$ cat config.mk
export PLATFORM = sky130hd
export DESIGN_NAME = serial_channel_command_status
export DESIGN_NICKNAME = d
export VERILOG_FILES = /design/src/logic/sccs_pkg.sv /design/src/logic/serial_channel_command_status.sv
export VERILOG_INCLUDE_DIRS = /design/src /design/src/logic
export SDC_FILE = /design/constraint.sdc
export NUM_CORES = 1
export LEC_CHECK = 0
export BUFFER_PORTS_ARGS = -buffer_cell sky130_fd_sc_hd__buf_2
export CORE_UTILIZATION = 57
export DETAILED_ROUTE_END_ITERATION = 6
export PLACE_DENSITY = 0.86
export SLEW_MARGIN = 5
export SYNTH_ARGS = -nofsm -noshare
export SYNTH_HDL_FRONTEND = slang
export SYNTH_SLANG_ARGS = --single-unit
$ cat constraint.sdc
create_clock -name mclk -period 3.2 [get_ports mclk]
set_input_delay 0.16 -clock mclk [delete_from_list [all_inputs] [get_ports mclk]]
set_output_delay 0.16 -clock mclk [all_outputs]
set_load 0.005 [all_outputs]
$ cat src/logic/sccs_regs.svh
`ifndef SCCS_REGS_SVH
`define SCCS_REGS_SVH

// register offsets
`define SCCS_CMD_OFF      8'h05
`define SCCS_STAT_OFF     8'h0B
`define SCCS_CAR_OFF      8'h0C
`define SCCS_ISR_OFF      8'h0D
`define SCCS_IMR_OFF      8'h0E

// reset values
`define SCCS_CMD_RST      8'h00
`define SCCS_STAT_RST     8'h00
`define SCCS_CAR_RST      2'h0
`define SCCS_IRQ_RST      4'h0

// command register fields
`define SCCS_CMD_HI_MSB   7
`define SCCS_CMD_SC_BIT   5
`define SCCS_CMD_CTL_BIT  4
`define SCCS_CMD_TX_ON    3
`define SCCS_CMD_TX_OFF   2
`define SCCS_CMD_RX_ON    1
`define SCCS_CMD_RX_OFF   0
`define SCCS_SEL_MSB      2
`define SCCS_SEL_FIRST    3'h1
`define SCCS_SEL_LAST     3'h4
`define SCCS_SEL_XON      3'h1
`define SCCS_SEL_XOFF     3'h2

// status register fields
`define SCCS_ST_RXON      7
`define SCCS_ST_RXSTOP    6
`define SCCS_ST_RXRES     5
`define SCCS_ST_TXON      3
`define SCCS_ST_TXSTOP    2
`define SCCS_ST_TXRES     1

// channels that accept commands
`define SCCS_CHAN_A       2'h2
`define SCCS_CHAN_B       2'h3

// interrupt status bits
`define SCCS_IRQ_DONE     0
`define SCCS_IRQ_XOFF     1
`define SCCS_IRQ_XON      2
`define SCCS_IRQ_SENT     3

`endif

$ cat src/logic/sccs_pkg.sv
package sccs_pkg;

    // flow and enable state of one serial channel
    typedef struct packed {
        logic rx_on;
        logic rx_stop;
        logic rx_resume;
        logic tx_on;
        logic tx_stop;
        logic tx_resume;
    } chan_flow_t;

    // preemptive special character request
    typedef struct packed {
        logic       chan;
        logic [1:0] index;
    } special_req_t;

    typedef enum logic [0:0] {
        ST_IDLE,
        ST_EXEC
    } cmd_state_t;

endpackage : sccs_pkg

$ cat src/logic/serial_channel_command_status.sv
`timescale 1ns/10ps
`include "sccs_regs.svh"

// How it works
// RL1 - send-char format: bit5, selector bits 2:0
// RL2 - control format: bit4, tx/rx enable/disable bits
// RL3 - several control bits act together
// RL4 - all four combined control codes supported
// RL5 - control commands keep channel configuration
// RL6 - control command resumes remote-halted transmitter
// RL7 - read-only status at 0B, resets 00
// RL8 - status bit 7 shows receiver enabled
// RL9 - status bit 3 shows transmitter enabled
// RL10 - bit 6 set by XOFF send
// RL11 - bit 5 set by XON send
// RL12 - bit 2 set by received XOFF
// RL13 - bit 1 set by received XON
// RL14 - status bits 4 and 0 read zero
// RL15 - special char goes right after holding char
// RL16 - command register cleared after execution
// RL17 - only channels 2 and 3 accept commands
// RL18 - unused selector sends nothing, still clears
module serial_channel_command_status (
    input  wire logic       mclk,
    input  wire logic       arst_n,
    input  wire logic [7:0] bus_addr,
    input  wire logic [7:0] bus_wdata,
    input  wire logic       bus_wr,
    input  wire logic       bus_rd,
    output logic      [7:0] bus_rdata,
    output logic            irq,
    input  wire logic [1:0] rx_xoff_seen,
    input  wire logic [1:0] rx_xon_seen,
    input  wire logic [1:0] rx_data_seen,
    input  wire logic [1:0] tx_started,
    input  wire logic [1:0] chan_reset,
    output logic      [1:0] tx_enable,
    output logic      [1:0] rx_enable,
    output logic      [1:0] tx_halt,
    output logic            sc_req,
    output logic            sc_chan,
    output logic      [1:0] sc_index,
    input  wire logic       sc_ack
);

    logic [7:0]              cmd_ff;
    logic [1:0]              car_ff;
    logic [3:0]              isr_ff;
    logic [3:0]              nxt_isr;
    logic [3:0]              imr_ff;
    logic [7:0]              rdata_ff;
    logic                    irq_ff;
    logic                    sc_req_ff;
    sccs_pkg::special_req_t  sc_ff;
    sccs_pkg::cmd_state_t    state_ff;
    sccs_pkg::cmd_state_t    nxt_state;
    sccs_pkg::chan_flow_t    flow_ff [2];
    logic                    is_sc;
    logic                    is_ctl;
    logic                    sel_ok;
    logic                    chan_ok;
    logic                    stall;
    logic                    done;
    logic                    ctl_go;
    logic                    sc_go;
    logic [7:0]              status;
    logic [3:0]              events;
    logic                    wr_cmd;

    // command format decode
    always_comb
    begin
        is_sc   = (cmd_ff[`SCCS_CMD_HI_MSB:`SCCS_CMD_SC_BIT + 1] == 2'h0)
                  && cmd_ff[`SCCS_CMD_SC_BIT]
                  && (cmd_ff[`SCCS_CMD_CTL_BIT:`SCCS_CMD_TX_ON] == 2'h0); // RL1
        is_ctl  = (cmd_ff[`SCCS_CMD_HI_MSB:`SCCS_CMD_SC_BIT] == 3'h0)
                  && cmd_ff[`SCCS_CMD_CTL_BIT]; // RL2
        sel_ok  = (cmd_ff[`SCCS_SEL_MSB:0] >= `SCCS_SEL_FIRST)
                  && (cmd_ff[`SCCS_SEL_MSB:0] <= `SCCS_SEL_LAST); // RL18
        chan_ok = (car_ff == `SCCS_CHAN_A) || (car_ff == `SCCS_CHAN_B); // RL17
    end

    // a send waits while the previous special character is unsent
    assign stall  = (state_ff == sccs_pkg::ST_EXEC) && is_sc && sel_ok && chan_ok && sc_req_ff;
    assign done   = (state_ff == sccs_pkg::ST_EXEC) && !stall;
    assign ctl_go = done && is_ctl && chan_ok; // RL17
    assign sc_go  = done && is_sc && sel_ok && chan_ok; // RL18
    assign wr_cmd = bus_wr && (bus_addr == `SCCS_CMD_OFF);

    // command sequencer
    always_comb
    begin
        nxt_state = state_ff;
        case (state_ff)
            sccs_pkg::ST_IDLE:
            begin
                if (cmd_ff != `SCCS_CMD_RST && !wr_cmd)
                begin
                    nxt_state = sccs_pkg::ST_EXEC;
                end
            end
            sccs_pkg::ST_EXEC:
            begin
                if (!stall)
                begin
                    nxt_state = sccs_pkg::ST_IDLE;
                end
            end
            default:
            begin
                nxt_state = sccs_pkg::ST_IDLE;
            end
        endcase
    end

    always_ff @(posedge mclk or negedge arst_n)
    begin
        if (!arst_n)
        begin
            state_ff <= sccs_pkg::ST_IDLE;
        end
        else
        begin
            state_ff <= nxt_state;
        end
    end

    // command register: host write, cleared once executed
    always_ff @(posedge mclk or negedge arst_n)
    begin
        if (!arst_n)
        begin
            cmd_ff <= `SCCS_CMD_RST;
        end
        else if (done)
        begin
            cmd_ff <= `SCCS_CMD_RST; // RL16
        end
        else if (wr_cmd)
        begin
            cmd_ff <= bus_wdata;
        end
    end

    // channel select register
    always_ff @(posedge mclk or negedge arst_n)
    begin
        if (!arst_n)
        begin
            car_ff <= `SCCS_CAR_RST;
        end
        else if (bus_wr && bus_addr == `SCCS_CAR_OFF)
        begin
            car_ff <= bus_wdata[1:0];
        end
    end

    // per-channel enable and flow state; flow-bit clears come first so events win
    generate
        for (genvar ch = 0; ch < 2; ch++)
        begin : g_chan
            logic sel_me;
            logic ctl_me;
            logic sc_me;
            logic rx_touch;

            assign sel_me   = (car_ff[0] == 1'(ch));
            assign ctl_me   = ctl_go && sel_me;
            assign sc_me    = sc_go && sel_me;
            assign rx_touch = ctl_me && (cmd_ff[`SCCS_CMD_RX_ON] || cmd_ff[`SCCS_CMD_RX_OFF]);

            always_ff @(posedge mclk or negedge arst_n)
            begin
                if (!arst_n)
                begin
                    flow_ff[ch] <= '0;
                end
                else if (chan_reset[ch])
                begin
                    flow_ff[ch] <= '0;
                end
                else
                begin
                    // each control bit acts on its own side; disable wins a clash
                    if (ctl_me && cmd_ff[`SCCS_CMD_TX_ON])
                    begin
                        flow_ff[ch].tx_on <= 1'b1; // RL3 RL4
                    end
                    if (ctl_me && cmd_ff[`SCCS_CMD_TX_OFF])
                    begin
                        flow_ff[ch].tx_on <= 1'b0; // RL3 RL4
                    end
                    if (ctl_me && cmd_ff[`SCCS_CMD_RX_ON])
                    begin
                        flow_ff[ch].rx_on <= 1'b1; // RL3 RL4
                    end
                    if (ctl_me && cmd_ff[`SCCS_CMD_RX_OFF])
                    begin
                        flow_ff[ch].rx_on <= 1'b0; // RL3 RL4
                    end
                    // receive-side flow bits follow the host's sends
                    if (ctl_me || (sc_me && cmd_ff[`SCCS_SEL_MSB:0] == `SCCS_SEL_XON))
                    begin
                        flow_ff[ch].rx_stop <= 1'b0; // RL10
                    end
                    if (sc_me && cmd_ff[`SCCS_SEL_MSB:0] == `SCCS_SEL_XOFF)
                    begin
                        flow_ff[ch].rx_stop <= 1'b1; // RL10
                    end
                    if (rx_touch || rx_data_seen[ch])
                    begin
                        flow_ff[ch].rx_resume <= 1'b0; // RL11
                    end
                    if (sc_me && cmd_ff[`SCCS_SEL_MSB:0] == `SCCS_SEL_XON)
                    begin
                        flow_ff[ch].rx_resume <= 1'b1; // RL11
                    end
                    // transmit-side flow bits follow the remote
                    if (ctl_me || rx_xon_seen[ch])
                    begin
                        flow_ff[ch].tx_stop <= 1'b0; // RL6 RL12
                    end
                    if (rx_xoff_seen[ch])
                    begin
                        flow_ff[ch].tx_stop <= 1'b1; // RL12
                    end
                    if (ctl_me || tx_started[ch])
                    begin
                        flow_ff[ch].tx_resume <= 1'b0; // RL13
                    end
                    if (rx_xon_seen[ch])
                    begin
                        flow_ff[ch].tx_resume <= 1'b1; // RL13
                    end
                end
            end

            // flow state drives the serial engine; no configuration is touched
            assign tx_enable[ch] = flow_ff[ch].tx_on; // RL5
            assign rx_enable[ch] = flow_ff[ch].rx_on;
            assign tx_halt[ch]   = flow_ff[ch].tx_stop; // RL6
        end
    endgenerate

    // preemptive special character request, held until the engine takes it
    always_ff @(posedge mclk or negedge arst_n)
    begin
        if (!arst_n)
        begin
            sc_req_ff <= 1'b0;
            sc_ff     <= '0;
        end
        else if (sc_go)
        begin
            sc_req_ff   <= 1'b1; // RL15
            sc_ff.chan  <= car_ff[0];
            sc_ff.index <= 2'(cmd_ff[`SCCS_SEL_MSB:0] - `SCCS_SEL_FIRST);
        end
        else if (sc_ack)
        begin
            sc_req_ff <= 1'b0;
        end
    end

    assign sc_req   = sc_req_ff;
    assign sc_chan  = sc_ff.chan;
    assign sc_index = sc_ff.index;

    // status of the selected channel; zero when no serial channel selected
    always_comb
    begin
        status = `SCCS_STAT_RST; // RL14
        if (chan_ok)
        begin
            status[`SCCS_ST_RXON]   = flow_ff[car_ff[0]].rx_on; // RL8
            status[`SCCS_ST_RXSTOP] = flow_ff[car_ff[0]].rx_stop;
            status[`SCCS_ST_RXRES]  = flow_ff[car_ff[0]].rx_resume;
            status[`SCCS_ST_TXON]   = flow_ff[car_ff[0]].tx_on; // RL9
            status[`SCCS_ST_TXSTOP] = flow_ff[car_ff[0]].tx_stop;
            status[`SCCS_ST_TXRES]  = flow_ff[car_ff[0]].tx_resume;
        end
    end

    // interrupt events
    always_comb
    begin
        events                  = 4'h0;
        events[`SCCS_IRQ_DONE]  = done;
        events[`SCCS_IRQ_XOFF]  = |rx_xoff_seen;
        events[`SCCS_IRQ_XON]   = |rx_xon_seen;
        events[`SCCS_IRQ_SENT]  = sc_req_ff && sc_ack;
        nxt_isr                 = isr_ff;
        if (bus_wr && bus_addr == `SCCS_ISR_OFF)
        begin
            nxt_isr = nxt_isr & ~bus_wdata[3:0];
        end
        nxt_isr = nxt_isr | events;
    end

    // sticky status, mask and interrupt line
    always_ff @(posedge mclk or negedge arst_n)
    begin
        if (!arst_n)
        begin
            isr_ff <= `SCCS_IRQ_RST;
            imr_ff <= `SCCS_IRQ_RST;
            irq_ff <= 1'b0;
        end
        else
        begin
            isr_ff <= nxt_isr;
            irq_ff <= |(nxt_isr & imr_ff);
            if (bus_wr && bus_addr == `SCCS_IMR_OFF)
            begin
                imr_ff <= bus_wdata[3:0];
            end
        end
    end

    assign irq = irq_ff;

    // read port, data one cycle after the strobe; status is read-only
    always_ff @(posedge mclk or negedge arst_n)
    begin
        if (!arst_n)
        begin
            rdata_ff <= 8'h00;
        end
        else if (bus_rd)
        begin
            case (bus_addr)
                `SCCS_CMD_OFF:  rdata_ff <= cmd_ff;
                `SCCS_STAT_OFF: rdata_ff <= status; // RL7
                `SCCS_CAR_OFF:  rdata_ff <= {6'h00, car_ff};
                `SCCS_ISR_OFF:  rdata_ff <= {4'h0, isr_ff};
                `SCCS_IMR_OFF:  rdata_ff <= {4'h0, imr_ff};
                default:        rdata_ff <= 8'h00;
            endcase
        end
        else
        begin
            rdata_ff <= 8'h00;
        end
    end

    assign bus_rdata = rdata_ff;

endmodule : serial_channel_command_status

# Yosys cells after proc, flatten, opt, wreduce, memory -nomap -nowiden
# Index checks and enable logic that the tools add are counted.
dict set report word_totals {
  reg_bits 44
  in_bits 31
  output_inout_bits 19
}
dict set report classes {
  addsub 1
  magnitude_cmp 3
  eq_ne 9
  n_mux 41
  bitwise_logic 7
  n_reduce_logical 71
}
# op n
set op_table {}
lappend op_table {{case mux 8 bit (5 select lines)} 1}
lappend op_table {{logical AND 1 bit} 38}
lappend op_table {{nonzero test 3 bit} 12}
lappend op_table {{equality test 8 x 4 -> 1 bit (second input constant)} 4}
lappend op_table {{two-way mux 6 bit} 5}
lappend op_table {{two-way mux 1 bit} 28}
lappend op_table {{two-way mux 8 bit} 3}
lappend op_table {{logical OR 1 bit} 10}
lappend op_table {{AND 4 bit} 2}
lappend op_table {{equality test 8 x 3 -> 1 bit (second input constant)} 1}
lappend op_table {{nonzero test 8 bit} 1}
lappend op_table {{two-way mux 3 bit} 2}
lappend op_table {{equality test 2 bit (second input constant)} 2}
lappend op_table {{logical NOT 2 bit} 2}
lappend op_table {{two-way mux 4 bit} 1}
lappend op_table {{inverter 4 bit} 1}
lappend op_table {{OR 4 bit} 1}
lappend op_table {{nonzero test 2 bit} 2}
lappend op_table {{OR reduction 2 bit} 2}
lappend op_table {{OR reduction 4 bit} 1}
lappend op_table {{equality test 3 x 1 -> 1 bit (second input constant)} 1}
lappend op_table {{equality test 3 x 2 -> 1 bit (second input constant)} 1}
lappend op_table {{greater-or-equal comparator 3 x 1 -> 1 bit (second input constant)} 1}
lappend op_table {{<= comparator 3 bit (second input constant)} 1}
lappend op_table {{other kinds (7)} 9}

# Depth between registers and ports, before layout
# Gate-level depths: netlist of run 1.
dict set report depth {
  depth_word 18
  ltp_mapped 8
  mapped_depth_nobuf 7
}

# Worst setup path before layout of run 1
# No wires, ideal clock.
dict set report synth_path {
  kind {register to register}
  from {register cmd_ff[3]}
  to {register irq_ff, in the netlist irq}
  arrival_ns 1.692
  required_time_ns 3.074
  path_slack_ns 1.382
  stages_incl_launch_ff 7
  path_buffers 1
  period_less_slack_ns 1.818
  path_cell_list {dfrtp_1 nor3b_1 o2111ai_1 o21a_1 buf_6 nand2b_1 a221o_1}
}
dict set report synth_via {
  elab_chain_len 11
}
# element line_no
set synth_lines {}
lappend synth_lines {{start, declared} serial_channel_command_status.sv:46} ;# logic [7:0] cmd_ff;
lappend synth_lines {{start signal, assigned} serial_channel_command_status.sv:133} ;# cmd_ff <= `SCCS_CMD_RST;
lappend synth_lines {{start signal, assigned} serial_channel_command_status.sv:137} ;# cmd_ff <= `SCCS_CMD_RST;
lappend synth_lines {{start signal, assigned} serial_channel_command_status.sv:141} ;# cmd_ff <= bus_wdata;
lappend synth_lines {{logical NOT 2 bit} serial_channel_command_status.sv:75} ;# && (cmd_ff[`SCCS_CMD_CTL_BIT:`SCCS_CMD_TX_ON] == 2'h0);
lappend synth_lines {{logical AND 1 bit} serial_channel_command_status.sv:73} ;# is_sc = (cmd_ff[`SCCS_CMD_HI_MSB:`SCCS_CMD_SC_BIT + 1] == 2'h0)
lappend synth_lines {{logical AND 1 bit (4 in a row)} serial_channel_command_status.sv:84} ;# assign stall = (state_ff == sccs_pkg::ST_EXEC) && is_sc && sel_ok && chan_ok && sc_req_ff;
lappend synth_lines {{logical NOT 1 bit} --}
lappend synth_lines {{logical AND 1 bit} serial_channel_command_status.sv:85} ;# assign done = (state_ff == sccs_pkg::ST_EXEC) && !stall;
lappend synth_lines {{OR 4 bit} serial_channel_command_status.sv:297} ;# nxt_isr = nxt_isr | events;
lappend synth_lines {{named net nxt_isr[0]} serial_channel_command_status.sv:49} ;# logic [3:0] nxt_isr;
lappend synth_lines {{AND 4 bit} serial_channel_command_status.sv:312} ;# irq_ff <= |(nxt_isr & imr_ff);
lappend synth_lines {{OR reduction 4 bit} serial_channel_command_status.sv:312}
lappend synth_lines {{end signal, assigned} serial_channel_command_status.sv:312}
lappend synth_lines {{end, declared} serial_channel_command_status.sv:52} ;# logic irq_ff;
# The timed path passes the listed nets, and every way through them passes these cells.
# A chain may end at the register's enable or synchronous reset.

# Worst setup path after layout of run 1
dict set report layout_path {
  from {register cmd_ff[4]}
  to {register irq_ff, in the netlist irq}
}
# Same word-level chain as after synthesis.

==> impl_summary.log, run 1 <==
INFO  metric coreArea = 3720 um^2
INFO  metric yosysUniqueCellTypes = 40
INFO  metric power_density = 408 nW/um^2
INFO  metric synth_area = 2250 um^2
INFO  metric yosys-top-cells-count = dfrtp_1, nor2_1, inv_1, mux2_2, mux2i_1
INFO  metric crit_path_max_fanout = 10
INFO  metric fp.dieArea = 4200 um^2
INFO  metric timing.fmax = 464 MHz
INFO  metric cts_tree = yes
INFO  metric synth-edff-count = 0
INFO  metric crit_path_start_kind = flop
INFO  metric fp-row-count = 22
INFO  metric die_height = 64.8 um
INFO  metric number_of_warnings_reported_in_the_yosys_synthesis_log = 0
INFO  metric postSynthAreaPerCell = 10.4 um^2
INFO  metric cellInternalPower = 774 uW
INFO  metric dp_hpwl = 3.85 mm
INFO  metric cts_repair_resize_count = 0
INFO  metric io_pins = 50
INFO  metric crit-reg2reg-capture = irq$_DFF_PN0_
INFO  metric drcViolationCount = 0
INFO  metric place_inst = 301
INFO  metric finalHoldViolCount = 1
INFO  metric nets = 294
INFO  metric worst_hold_path_type = input pin to asynchronous set/reset pin
INFO  metric total_number_of_vias = 1857
INFO  metric wl = 5.19 mm
INFO  metric chipWidth = 64.8 um
INFO  metric synth_async_sr_flop_share = 1.00
INFO  metric synth_area_leader_cell = dfrtp_1
INFO  metric detail_route.iter0.violations = 172
INFO  metric max_slew_vio_count = 0
INFO  metric antenna_violating_nets_post_route = 0
INFO  metric worstMarginPinSlew = 0.939 ns
INFO  metric fraction_of_post_synthesis_cell_area_in_the_top_cell_type_by_area = 0.489
INFO  metric combPwrFrac = 0.122
INFO  metric power_frac_seq = 0.567
INFO  metric syn_nets = 251
INFO  metric grt_setup_unrepaired = no
INFO  metric peakVddDrop = 0.325 mV
INFO  metric yosys.cell_count.top_type = dfrtp_1
INFO  metric buffer_ports.inserted = 49
INFO  metric synth_flop_cell = dfrtp_1
INFO  metric number_of_iterations_in_the_first_detailed_routing_pass = 4
INFO  metric antenna_cells = 0
INFO  metric maximum_number_of_pins_on_one_net_before_global_route_repair = 45
INFO  metric violations = negative hold slack
INFO  metric worstSkewPairLatency = 0.30 ns
INFO  metric r2r_setup_slack = 1.05 ns
INFO  metric area_delta_synth_final = 13.3%
INFO  metric post_layout_cell_count = 308
INFO  metric stdcell_area = 2550 um^2
INFO  metric fin_worst_hold_slack = -0.00117 ns
INFO  metric grt_use_total = 0.272
INFO  metric worstPathRequired = 3.38 ns
INFO  metric layout_worst_path_cycle_share = 0.673
INFO  metric crit_path_kind = flop to flop
INFO  metric finalCoreUtilization = 0.687
INFO  metric drive_gt1_frac = 0.281
INFO  metric synthTopCellsByArea = dfrtp_1, mux2_2, mux2i_1
INFO  metric setup_total_negative_slack = 0 ns
INFO  metric htree_num_levels = 2
INFO  metric final.setup.worst_slack = 1.05 ns
INFO  metric first_global_vias = 1834
INFO  metric yosysSeqAreaShare = 0.489
INFO  metric clkSlewWorstSetupHoldPaths = 0.08 ns
INFO  metric timing.reg2reg.worst_path_depth = 5
INFO  metric postPlaceCellArea = 2470 um^2
INFO  metric pre_cts_ws = 1.08 ns
INFO  metric count_of_endpoints_failing_setup_in_the_final_report = 0
INFO  metric post_drt_via_cell_ratio = 6.03
INFO  metric synth-seq-cells = 44
INFO  metric cts_setup_buffers = 0
INFO  metric outcome = finished with violations
INFO  metric startpoint_of_the_lowest_slack_register_to_register_path = cmd_ff[4]$_DFFE_PN0P_
INFO  metric numClockSinks = 44
INFO  metric synthCells = 217
INFO  metric worst-endpoint-arrival = 2.33 ns
INFO  metric clock_tree.root_cell = clkbuf_8
INFO  metric worst_clock_skew = 0.00641 ns
INFO  metric leakage = 0.00122 uW
INFO  metric switchingPower = 268 uW
INFO  metric grt_first_pass_wirelength = 8.54 mm
INFO  metric globalRoute.totalOverflow = 0
INFO  metric max_cap_viol_count = 0
INFO  metric routabilityCongestion = 0.862
INFO  metric final_period_minus_worst_setup_slack = 2.15 ns
INFO  metric route.detailed.wl_per_inst = 16.8 um
INFO  metric start_util = 0.606
INFO  metric setup.worst_path.end_class = flop
INFO  metric number_of_cts_inserted_buffers = 5
INFO  metric relSlewSlack = 0.374
INFO  metric p_clk_frac = 0.311
INFO  metric cts-hold-fix-buffers = 0
INFO  metric clock_tree.buffer_depth = 2
INFO  metric antenna_found_initial = 0
INFO  metric switching_share = 0.257
-- cells by family (layout without fill, tap and decap cells) --
group / count (synthesis) / in the layout / synth area share
compound gates: 50 / 50 / 0.149
fa+ha+maj: 3 / 3 / 0.0167
buf+inv: 26 / 69 / 0.0584
flops: 44 / 44 / 0.489
mux: 26 / 26 / 0.123
simple gates: 68 / 68 / 0.164
-- power groups by stage --
stage	Combinational, uW	Clock, uW	Sequential [uW]
after detailed placement	126	0	601
after global placement	122	0	600
final	127	324	591
after CTS	127	330	590
after floorplan	83.3	0	595
after global routing	142	353	593
-- layer usage --
| layer | track usage | vias to the layer above | routed length, um |
|---|---|---|---|
| li1 | - | 865 | - |
| met1 | 0.355 | 913 | 2200 |
| met2 | 0.438 | 68 | 2600 |
| met3 | 0.0616 | 11 | 272 |
| met4 | 0.103 | 0 | 115 |
| met5 | 0 | - | 0 |
-- layout by cell type (no fill, tap or decap), types with 2 or more instances in the layout --
| master | instances |
|---|---|
| nand3_1 | 5 |
| mux2_2 | 13 |
| o22ai_1 | 3 |
| a22oi_1 | 3 |
| dfrtp_1 | 44 |
| nor2_1 | 26 |
| a31oi_1 | 6 |
| nand2b_1 | 4 |
| ha_1 | 3 |
| and4b_1 | 3 |
| buf_2 | 49 |
| mux2i_1 | 13 |
| nand4b_1 | 2 |
| inv_1 | 13 |
| and2_1 | 3 |
| clkbuf_8 | 5 |
| and3_1 | 3 |
| a221o_1 | 2 |
| o21ai_0 | 9 |
| o311ai_0 | 2 |
| a21oi_1 | 10 |
| a211oi_1 | 4 |
| a32oi_1 | 3 |
| nand4_1 | 4 |
| nor3b_1 | 2 |
| nand2_1 | 10 |
| o31ai_1 | 2 |
-- per-stage QoR --
stage / hold WS, ns / power [uW]
2_1_floorplan: -0.136 / 678
3_3_place_gp: 0.346 / 723
3_5_place_dp: 0.360 / 727
4_1_cts: 0.0408 / 1050
5_1_grt: 0.0553 / 1090
6_report: -0.00117 / 1040
-- flip-flops by register name, summed over array words and instances, names as in the netlist --
signal     cells
cmd_ff         8
imr_ff         4
sc_index       2
sc_req         1
rx_enable      2
tx_halt        2
flow_ff        6
tx_enable      2
irq            1
bus_rdata      8
state_ff       1
sc_chan        1
car_ff         2
isr_ff         4
-- layout make-up --
cell class / instances / area (um^2)
Fill cell: 303 / 1160
Sequential cell: 44 / 1100
Multi-Input combinational cell: 147 / 1020
Timing Repair Buffer: 49 / 245
Clock buffer: 6 / 72.6
Tap cell: 48 / 60.1
Inverter: 13 / 48.8
Clock inverter: 1 / 5.00
-- worst max-delay path by stage --
stage	start	to	slack, ns	cells after the start
final	cmd_ff[4]$_DFFE_PN0P_	irq$_DFF_PN0_	1.05	5
after global placement	cmd_ff[0]$_DFFE_PN0P_	irq$_DFF_PN0_	1.14	6
after floorplan	cmd_ff[3]$_DFFE_PN0P_	irq$_DFF_PN0_	1.38	6
after detailed placement	cmd_ff[4]$_DFFE_PN0P_	irq$_DFF_PN0_	1.08	5
after global routing	cmd_ff[4]$_DFFE_PN0P_	irq$_DFF_PN0_	0.89	5
after CTS	cmd_ff[4]$_DFFE_PN0P_	irq$_DFF_PN0_	1.06	5
-- critical path, cell delays in order, from the launching register on --
cell and delay [ns]:
dfrtp_1 0.47, nor3b_1 0.36, o2111ai_1 0.31, o21a_1 0.39
nand2b_1 0.21, a221o_1 0.30
No activity file was read; power rests on OpenSTA's default activity.
==> inputs of run 2 (changes only) <==
- CORE_UTILIZATION: 57 -> 48
- PLACE_DENSITY: 0.86 -> 0.78
- clock period: 3.2 -> 1.8 ns (I/O delays scaled with it)
==> impl_summary.log, run 2 (synthesis results as in run 1) <==
INFO  metric antenna_cells = 0 (unchanged)
INFO  metric antenna_violating_nets_post_route = 0 (unchanged)
INFO  metric count_of_endpoints_failing_setup_in_the_final_report = 0 (unchanged)
INFO  metric total_number_of_vias = 1934 (+4.1%)
INFO  metric worstSkewPairLatency = 0.30 ns (about the same)
INFO  metric buffer_ports.inserted = 49 (unchanged)
INFO  metric fin_worst_hold_slack = 0.0153 ns (+0.0165 ns)
INFO  metric fp.dieArea = 4970 um^2 (+18%)
INFO  metric detail_route.iter0.violations = 115 (-33%)
INFO  metric post_layout_cell_count = 336 (+9.1%)
INFO  metric most_common_cell_after_layout_fill_and_taps_aside = buf_2
INFO  metric worst_hold_path_type = input pin to flop
INFO  metric io_pins = 50 (unchanged)
INFO  metric die_height = 70.5 um (+8.7%)
INFO  metric cts_setup_buffers = 0 (unchanged)
INFO  metric start_util = 0.506 (-0.0992)
INFO  metric clock_tree.buffer_depth = 2 (unchanged)
INFO  metric grt_use_total = 0.247 (-0.0247)
INFO  metric cts_tree = yes
INFO  metric cp_top_family = compound AO/OA/AOI/OAI gates
INFO  metric worst_clock_skew = 0.00717 ns (+0.000759 ns)
INFO  metric first_global_vias = 1880 (+2.5%)
INFO  metric routabilityCongestion = 0.873 (+1.3%)
INFO  metric outcome = finished with violations
INFO  metric critical_path_buf_inv_count = 1 (+1)
INFO  metric max_stage_delay = 0.45 ns (-0.02 ns)
INFO  metric route.detailed.wl_per_inst = 16.9 um (+0.29%)
INFO  metric p_clk_frac = 0.362 (+0.051)
INFO  metric number_of_iterations_in_the_first_detailed_routing_pass = 6 (+2)
INFO  metric antenna_found_initial = 0 (unchanged)
INFO  metric drive_gt1_frac = 0.342 (+0.0608)
INFO  metric drcViolationCount = 4 (+4)
INFO  metric switching_share = 0.251 (-0.00580)
INFO  metric globalRoute.totalOverflow = 0 (unchanged)
INFO  metric wl = 5.68 mm (+9.4%)
INFO  metric finalHoldViolCount = 0 (-1)
INFO  metric post_drt_via_cell_ratio = 5.76 (-4.5%)
INFO  metric clkSlewWorstSetupHoldPaths = 0.08 ns (about the same)
INFO  metric cellInternalPower = 1560 uW (+100%)
INFO  metric crit_path_max_fanout = 6 (-4)
INFO  metric fp-row-count = 24 (+9.1%)
INFO  metric combPwrFrac = 0.135 (+0.013)
INFO  metric clock_tree.root_cell = clkbuf_8
INFO  metric number_of_cts_inserted_buffers = 5 (unchanged)
INFO  metric timing.critical_path.cells = inv_1 > ha_1 > o2111ai_1 > o21a_1 > nand2b_1 > a221o_1
INFO  metric violations = design-rule violations
INFO  metric maximum_number_of_pins_on_one_net_before_global_route_repair = 45 (unchanged)
INFO  metric critical_path.slowest_cell = dfrtp_2
INFO  metric setup.worst_path.end_class = flop
INFO  metric power_density = 748 nW/um^2 (+83%)
INFO  metric worstPathRequired = 2.00 ns (-1.38 ns)
INFO  metric nets = 317 (+7.8%)
INFO  metric setup_total_negative_slack = 0 ns (unchanged)
INFO  metric peakVddDrop = 0.510 mV (+57%)
INFO  metric relSlewSlack = 0.777 (+0.403)
INFO  metric stdcell_area = 2790 um^2 (+9.2%)
INFO  metric grt_first_pass_wirelength = 9.11 mm (+6.6%)
INFO  metric switchingPower = 523 uW (+96%)
INFO  metric htree_num_levels = 2 (unchanged)
INFO  metric power_frac_seq = 0.504 (-0.063)
INFO  metric coreArea = 4440 um^2 (+20%)
INFO  metric chipWidth = 70.5 um (+8.7%)
INFO  metric worst-endpoint-arrival = 1.95 ns (-0.38 ns)
INFO  metric crit_path_kind = flop to flop
INFO  metric layout.filler_cells = 370 (+22%)
INFO  metric leakage = 0.00136 uW (+12%)
INFO  metric timing.fmax = 569 MHz (+23%)
INFO  metric worstMarginPinSlew = 0.331 ns (-0.608 ns)
INFO  metric layout_worst_path_cycle_share = 0.977 (+0.304)
INFO  metric dp_hpwl = 4.30 mm (+12%)
INFO  metric postPlaceCellArea = 2650 um^2 (+7.3%)
INFO  metric crit_path_start_kind = flop
INFO  metric highest_count_cells_in_the_layout_ignoring_fill_and_taps = buf_2, dfrtp_1, nor2_1, buf_4
INFO  metric grt_setup_unrepaired = yes
INFO  metric numClockSinks = 44 (unchanged)
INFO  metric place_inst = 326 (+8.3%)
INFO  metric max_slew_vio_count = 0 (unchanged)
INFO  metric max_cap_viol_count = 0 (unchanged)
INFO  metric area_delta_synth_final = 23.7%
INFO  metric final_period_minus_worst_setup_slack = 1.76 ns (-0.396 ns)
-- run 2: cell type report --
| class | count | area [um^2] | area share |
|---|---|---|---|
| Sequential cell | 44 | 1100 | 0.396 |
| Multi-Input combinational cell | 147 | 1030 | 0.368 |
| Timing Repair Buffer | 72 | 435 | 0.156 |
| Clock buffer | 6 | 72.6 | 0.0261 |
| Tap cell | 52 | 65.1 | 0.0234 |
| Inverter | 13 | 48.8 | 0.0175 |
| Clock inverter | 2 | 35.0 | 0.0126 |
-- run 2: timing repair --
item / CTS / global route
hold endpoints to repair: 45 / 0
gates resized for setup: 0 / 2
endpoints found under the setup margin: 0 / 9
hold buffers: 2 / 0
-- run 2: worst paths after layout --
path / slack, ns / from / endpoint / cells after the start
setup / recovery: 0.04 / cmd_ff[0]$_DFFE_PN0P_ / irq$_DFF_PN0_ / 6
hold / removal: 0.02 / chan_reset[1] / flow_ff[3]$_DFFE_PN0P_ / 2
setup reg to reg: 0.04 / cmd_ff[0]$_DFFE_PN0P_ / irq$_DFF_PN0_ / 6
hold reg to reg: 0.52 / sc_index[0]$_DFFE_PN0N_ / sc_index[0]$_DFFE_PN0N_ / 1
max in group asynchronous: 1.31 / arst_n / cmd_ff[0]$_DFFE_PN0P_ / 3
min in group asynchronous: 0.28 / arst_n / sc_index[0]$_DFFE_PN0N_ / 3
-- run 2: power by group through the flow --
| stage | Sequential [uW] | Combinational (uW) | Clock [uW] |
|---|---|---|---|
| after global routing | 1050 | 305 | 794 |
| after detailed placement | 1070 | 272 | 0 |
| final | 1050 | 280 | 754 |
| after global placement | 1070 | 266 | 0 |
| after CTS | 1050 | 280 | 760 |
| after floorplan | 1060 | 148 | 0 |
-- run 2: through the flow --
| step | total power (uW) | util | setup WS, ns |
|---|---|---|---|
| 2_1_floorplan | 1210 | - | 0.0300 |
| 3_3_place_gp | 1330 | 0.597 | 0.115 |
| 3_5_place_dp | 1340 | 0.597 | 0.0707 |
| 4_1_cts | 2090 | 0.626 | 0.0275 |
| 5_1_grt | 2150 | 0.627 | -0.0351 |
| 6_report | 2080 | 0.627 | 0.0422 |
-- run 2: per-layer routing --
layer / routed length (um) / track usage / vias to the layer above
met5: 0 / 0 / -
met4: 167 / 0.111 / 0
met3: 482 / 0.0635 / 16
met2: 2680 / 0.397 / 91
met1: 2350 / 0.313 / 916
li1: - / - / 911
==> inputs of run 3 (changes only) <==
- clock period: 1.8 -> 1.6 ns (I/O delays scaled with it)
==> impl_summary.log, run 3 (synthesis results as in run 1) <==
INFO  metric count_of_endpoints_failing_setup_in_the_final_report = 16 (+16)
INFO  metric maximum_number_of_pins_on_one_net_before_global_route_repair = 24 (-47%)
INFO  metric violations = design-rule violations, negative setup slack
INFO  metric drive_gt1_frac = 0.429 (+0.0870)
INFO  metric detail_route.iter0.violations = 192 (+67%)
INFO  metric timing.reg2reg.worst_path_depth = 6 (unchanged)
INFO  metric crit_path_kind = flop to flop
INFO  metric layout_worst_path_cycle_share = 1.07 (+0.0941)
INFO  metric drcViolationCount = 10 (+6)
INFO  metric route.detailed.wl_per_inst = 17.5 um (+3.6%)
INFO  metric worst-endpoint-arrival = 1.89 ns (-0.06 ns)
INFO  metric highest_count_cells_in_the_layout_ignoring_fill_and_taps = buf_2, dfrtp_1, buf_4, nor2_1
INFO  metric final_period_minus_worst_setup_slack = 1.71 ns (-0.0447 ns)
INFO  metric grt_use_total = 0.262 (+0.0147)
INFO  metric clock_tree.root_cell = clkbuf_8
INFO  metric peakVddDrop = 0.421 mV (-17%)
INFO  metric number_of_iterations_in_the_first_detailed_routing_pass = 6 (unchanged)
INFO  metric htree_num_levels = 2 (unchanged)
INFO  metric most_common_cell_after_layout_fill_and_taps_aside = buf_2
INFO  metric grt_first_pass_wirelength = 10.0 mm (+9.8%)
INFO  metric total_number_of_vias = 2052 (+6.1%)
INFO  metric total_power_of_the_final_layout = 2230 uW (+7.0%)
INFO  metric hold_start = chan_reset[0]
INFO  metric start_util = 0.506 (unchanged)
INFO  metric worstPathRequired = 1.78 ns (-0.22 ns)
INFO  metric antenna_violating_nets_post_route = 0 (unchanged)
INFO  metric number_of_cts_inserted_buffers = 5 (unchanged)
INFO  metric max_slew_vio_count = 0 (unchanged)
INFO  metric area_delta_synth_final = 33.7%
INFO  metric crit-reg2reg-capture = irq$_DFF_PN0_
INFO  metric crit_path_start_kind = flop
INFO  metric fp.dieArea = 4970 um^2 (unchanged)
INFO  metric post_drt_via_cell_ratio = 5.81 (+0.99%)
INFO  metric leakage = 0.00146 uW (+7.2%)
INFO  metric antenna_found_initial = 0 (unchanged)
INFO  metric startpoint_of_the_lowest_slack_register_to_register_path = cmd_ff[0]$_DFFE_PN0P_
INFO  metric antenna_cells = 0 (unchanged)
INFO  metric grt_setup_unrepaired = yes
INFO  metric final.setup.worst_slack = -0.113 ns (-0.155 ns)
INFO  metric worstMarginPinSlew = 0.514 ns (+0.183 ns)
INFO  metric chipWidth = 70.5 um (unchanged)
INFO  metric numClockSinks = 44 (unchanged)
INFO  metric finalCoreUtilization = 0.677 (+0.0507)
INFO  metric max_cap_viol_count = 0 (unchanged)
INFO  metric clkSlewWorstSetupHoldPaths = 0.08 ns (about the same)
INFO  metric power_density = 740 nW/um^2 (-1.0%)
INFO  metric setup.worst_path.end_class = flop
INFO  metric worst_clock_skew = 0.00857 ns (+0.00140 ns)
INFO  metric clock_tree.buffer_depth = 2 (unchanged)
INFO  metric postPlaceCellArea = 2760 um^2 (+3.8%)
INFO  metric crit_path_max_fanout = 3 (-3)
INFO  metric worstSkewPairLatency = 0.29 ns (about the same)
INFO  metric nets = 334 (+5.4%)
INFO  metric worst_hold_path_type = input pin to flop
INFO  metric cts_tree = yes
INFO  metric stdcell_area = 3010 um^2 (+8.1%)
INFO  metric routabilityCongestion = 0.876 (+0.33%)
INFO  metric dp_hpwl = 4.64 mm (+7.9%)
INFO  metric coreArea = 4440 um^2 (unchanged)
INFO  metric outcome = finished with violations
INFO  metric wl = 6.18 mm (+8.8%)
INFO  metric r2r_setup_slack = -0.11 ns (-0.16 ns)
INFO  metric io_pins = 50 (unchanged)
INFO  metric worst_hold_path.endpoint = rx_enable[0]$_DFFE_PN0P_
INFO  metric finalHoldViolCount = 0 (unchanged)
INFO  metric fp-row-count = 24 (unchanged)
INFO  metric layout.filler_cells = 352 (-4.9%)
INFO  metric whs_path_depth = 2 (unchanged)
INFO  metric buffer_ports.inserted = 49 (unchanged)
INFO  metric timing.fmax = 584 MHz (+2.6%)
INFO  metric setup_total_negative_slack = -1.08 ns (-1.08 ns)
INFO  metric first_global_vias = 2071 (+10%)
INFO  metric relSlewSlack = 0.657 (-0.119)
INFO  metric globalRoute.totalOverflow = 0 (unchanged)
INFO  metric die_height = 70.5 um (unchanged)
==> run 3: final cells by class <==
type	instances	area (um^2)	share of cell area
Tap cell	52	65.1	0.0216
Timing Repair Buffer	89	579	0.192
Inverter	13	48.8	0.0162
Sequential cell	44	1100	0.366
Clock buffer	6	82.6	0.0274
Multi-Input combinational cell	147	1120	0.373
Clock inverter	2	10.0	0.00333
==> run 3: routing by layer <==
metal  up-vias  GRT usage  routed length [um]  part of all wire
li1        954          -                   -                 -
met1      1004      0.331                2600              0.42
met2        81      0.453                3090              0.50
met3        13     0.0361                 365             0.059
met4         0     0.0975                 125             0.020
met5         -          0                   0                 0
==> run 3: through the flow <==
step / setup WS, ns / hold WS, ns / std cells
CTS: -0.0731 / 0.0238 / 351
floorplan: -0.139 / -0.216 / 217
global route: -0.172 / 0.0384 / 353
global placement: -0.0427 / 0.0778 / 337
finish: -0.113 / 0.0338 / 353
detailed placement: -0.117 / 0.0756 / 337
==> run 3: how the worst max path moves through the flow <==
stage | slack (ns) | cells after the start | start | endpoint
after floorplan | -0.14 | 6 | cmd_ff[6]$_DFFE_PN0P_ | irq$_DFF_PN0_
after global placement | -0.04 | 6 | bus_addr[5] | irq$_DFF_PN0_
after detailed placement | -0.12 | 6 | cmd_ff[6]$_DFFE_PN0P_ | flow_ff[0]$_DFFE_PN0P_
after CTS | -0.07 | 5 | cmd_ff[7]$_DFFE_PN0P_ | irq$_DFF_PN0_
after global routing | -0.17 | 6 | cmd_ff[0]$_DFFE_PN0P_ | cmd_ff[0]$_DFFE_PN0P_
final | -0.11 | 6 | cmd_ff[0]$_DFFE_PN0P_ | irq$_DFF_PN0_
==> run 3: report_power, final <==
part	total [uW]	switching, uW	internal (uW)	leakage (uW)
Clock	712	367	345	0.0000510
Sequential	1180	33.1	1140	0.000586
Combinational	338	180	158	0.000822
==> run 3: critical path: stages (launching register included) <==
cell	delay, ns
dfrtp_1	0.45
inv_2	0.09
ha_2	0.21
o2111ai_4	0.14
o21a_1	0.26
nand2b_4	0.16
a221o_1	0.29
==> run 3: timing repair <==
action	CTS	global route
pin swaps	8	5
buffers inserted	4	2
setup endpoints to repair	23	26
hold endpoints to repair	22	0
resized for setup	12	10
hold buffers	2	0
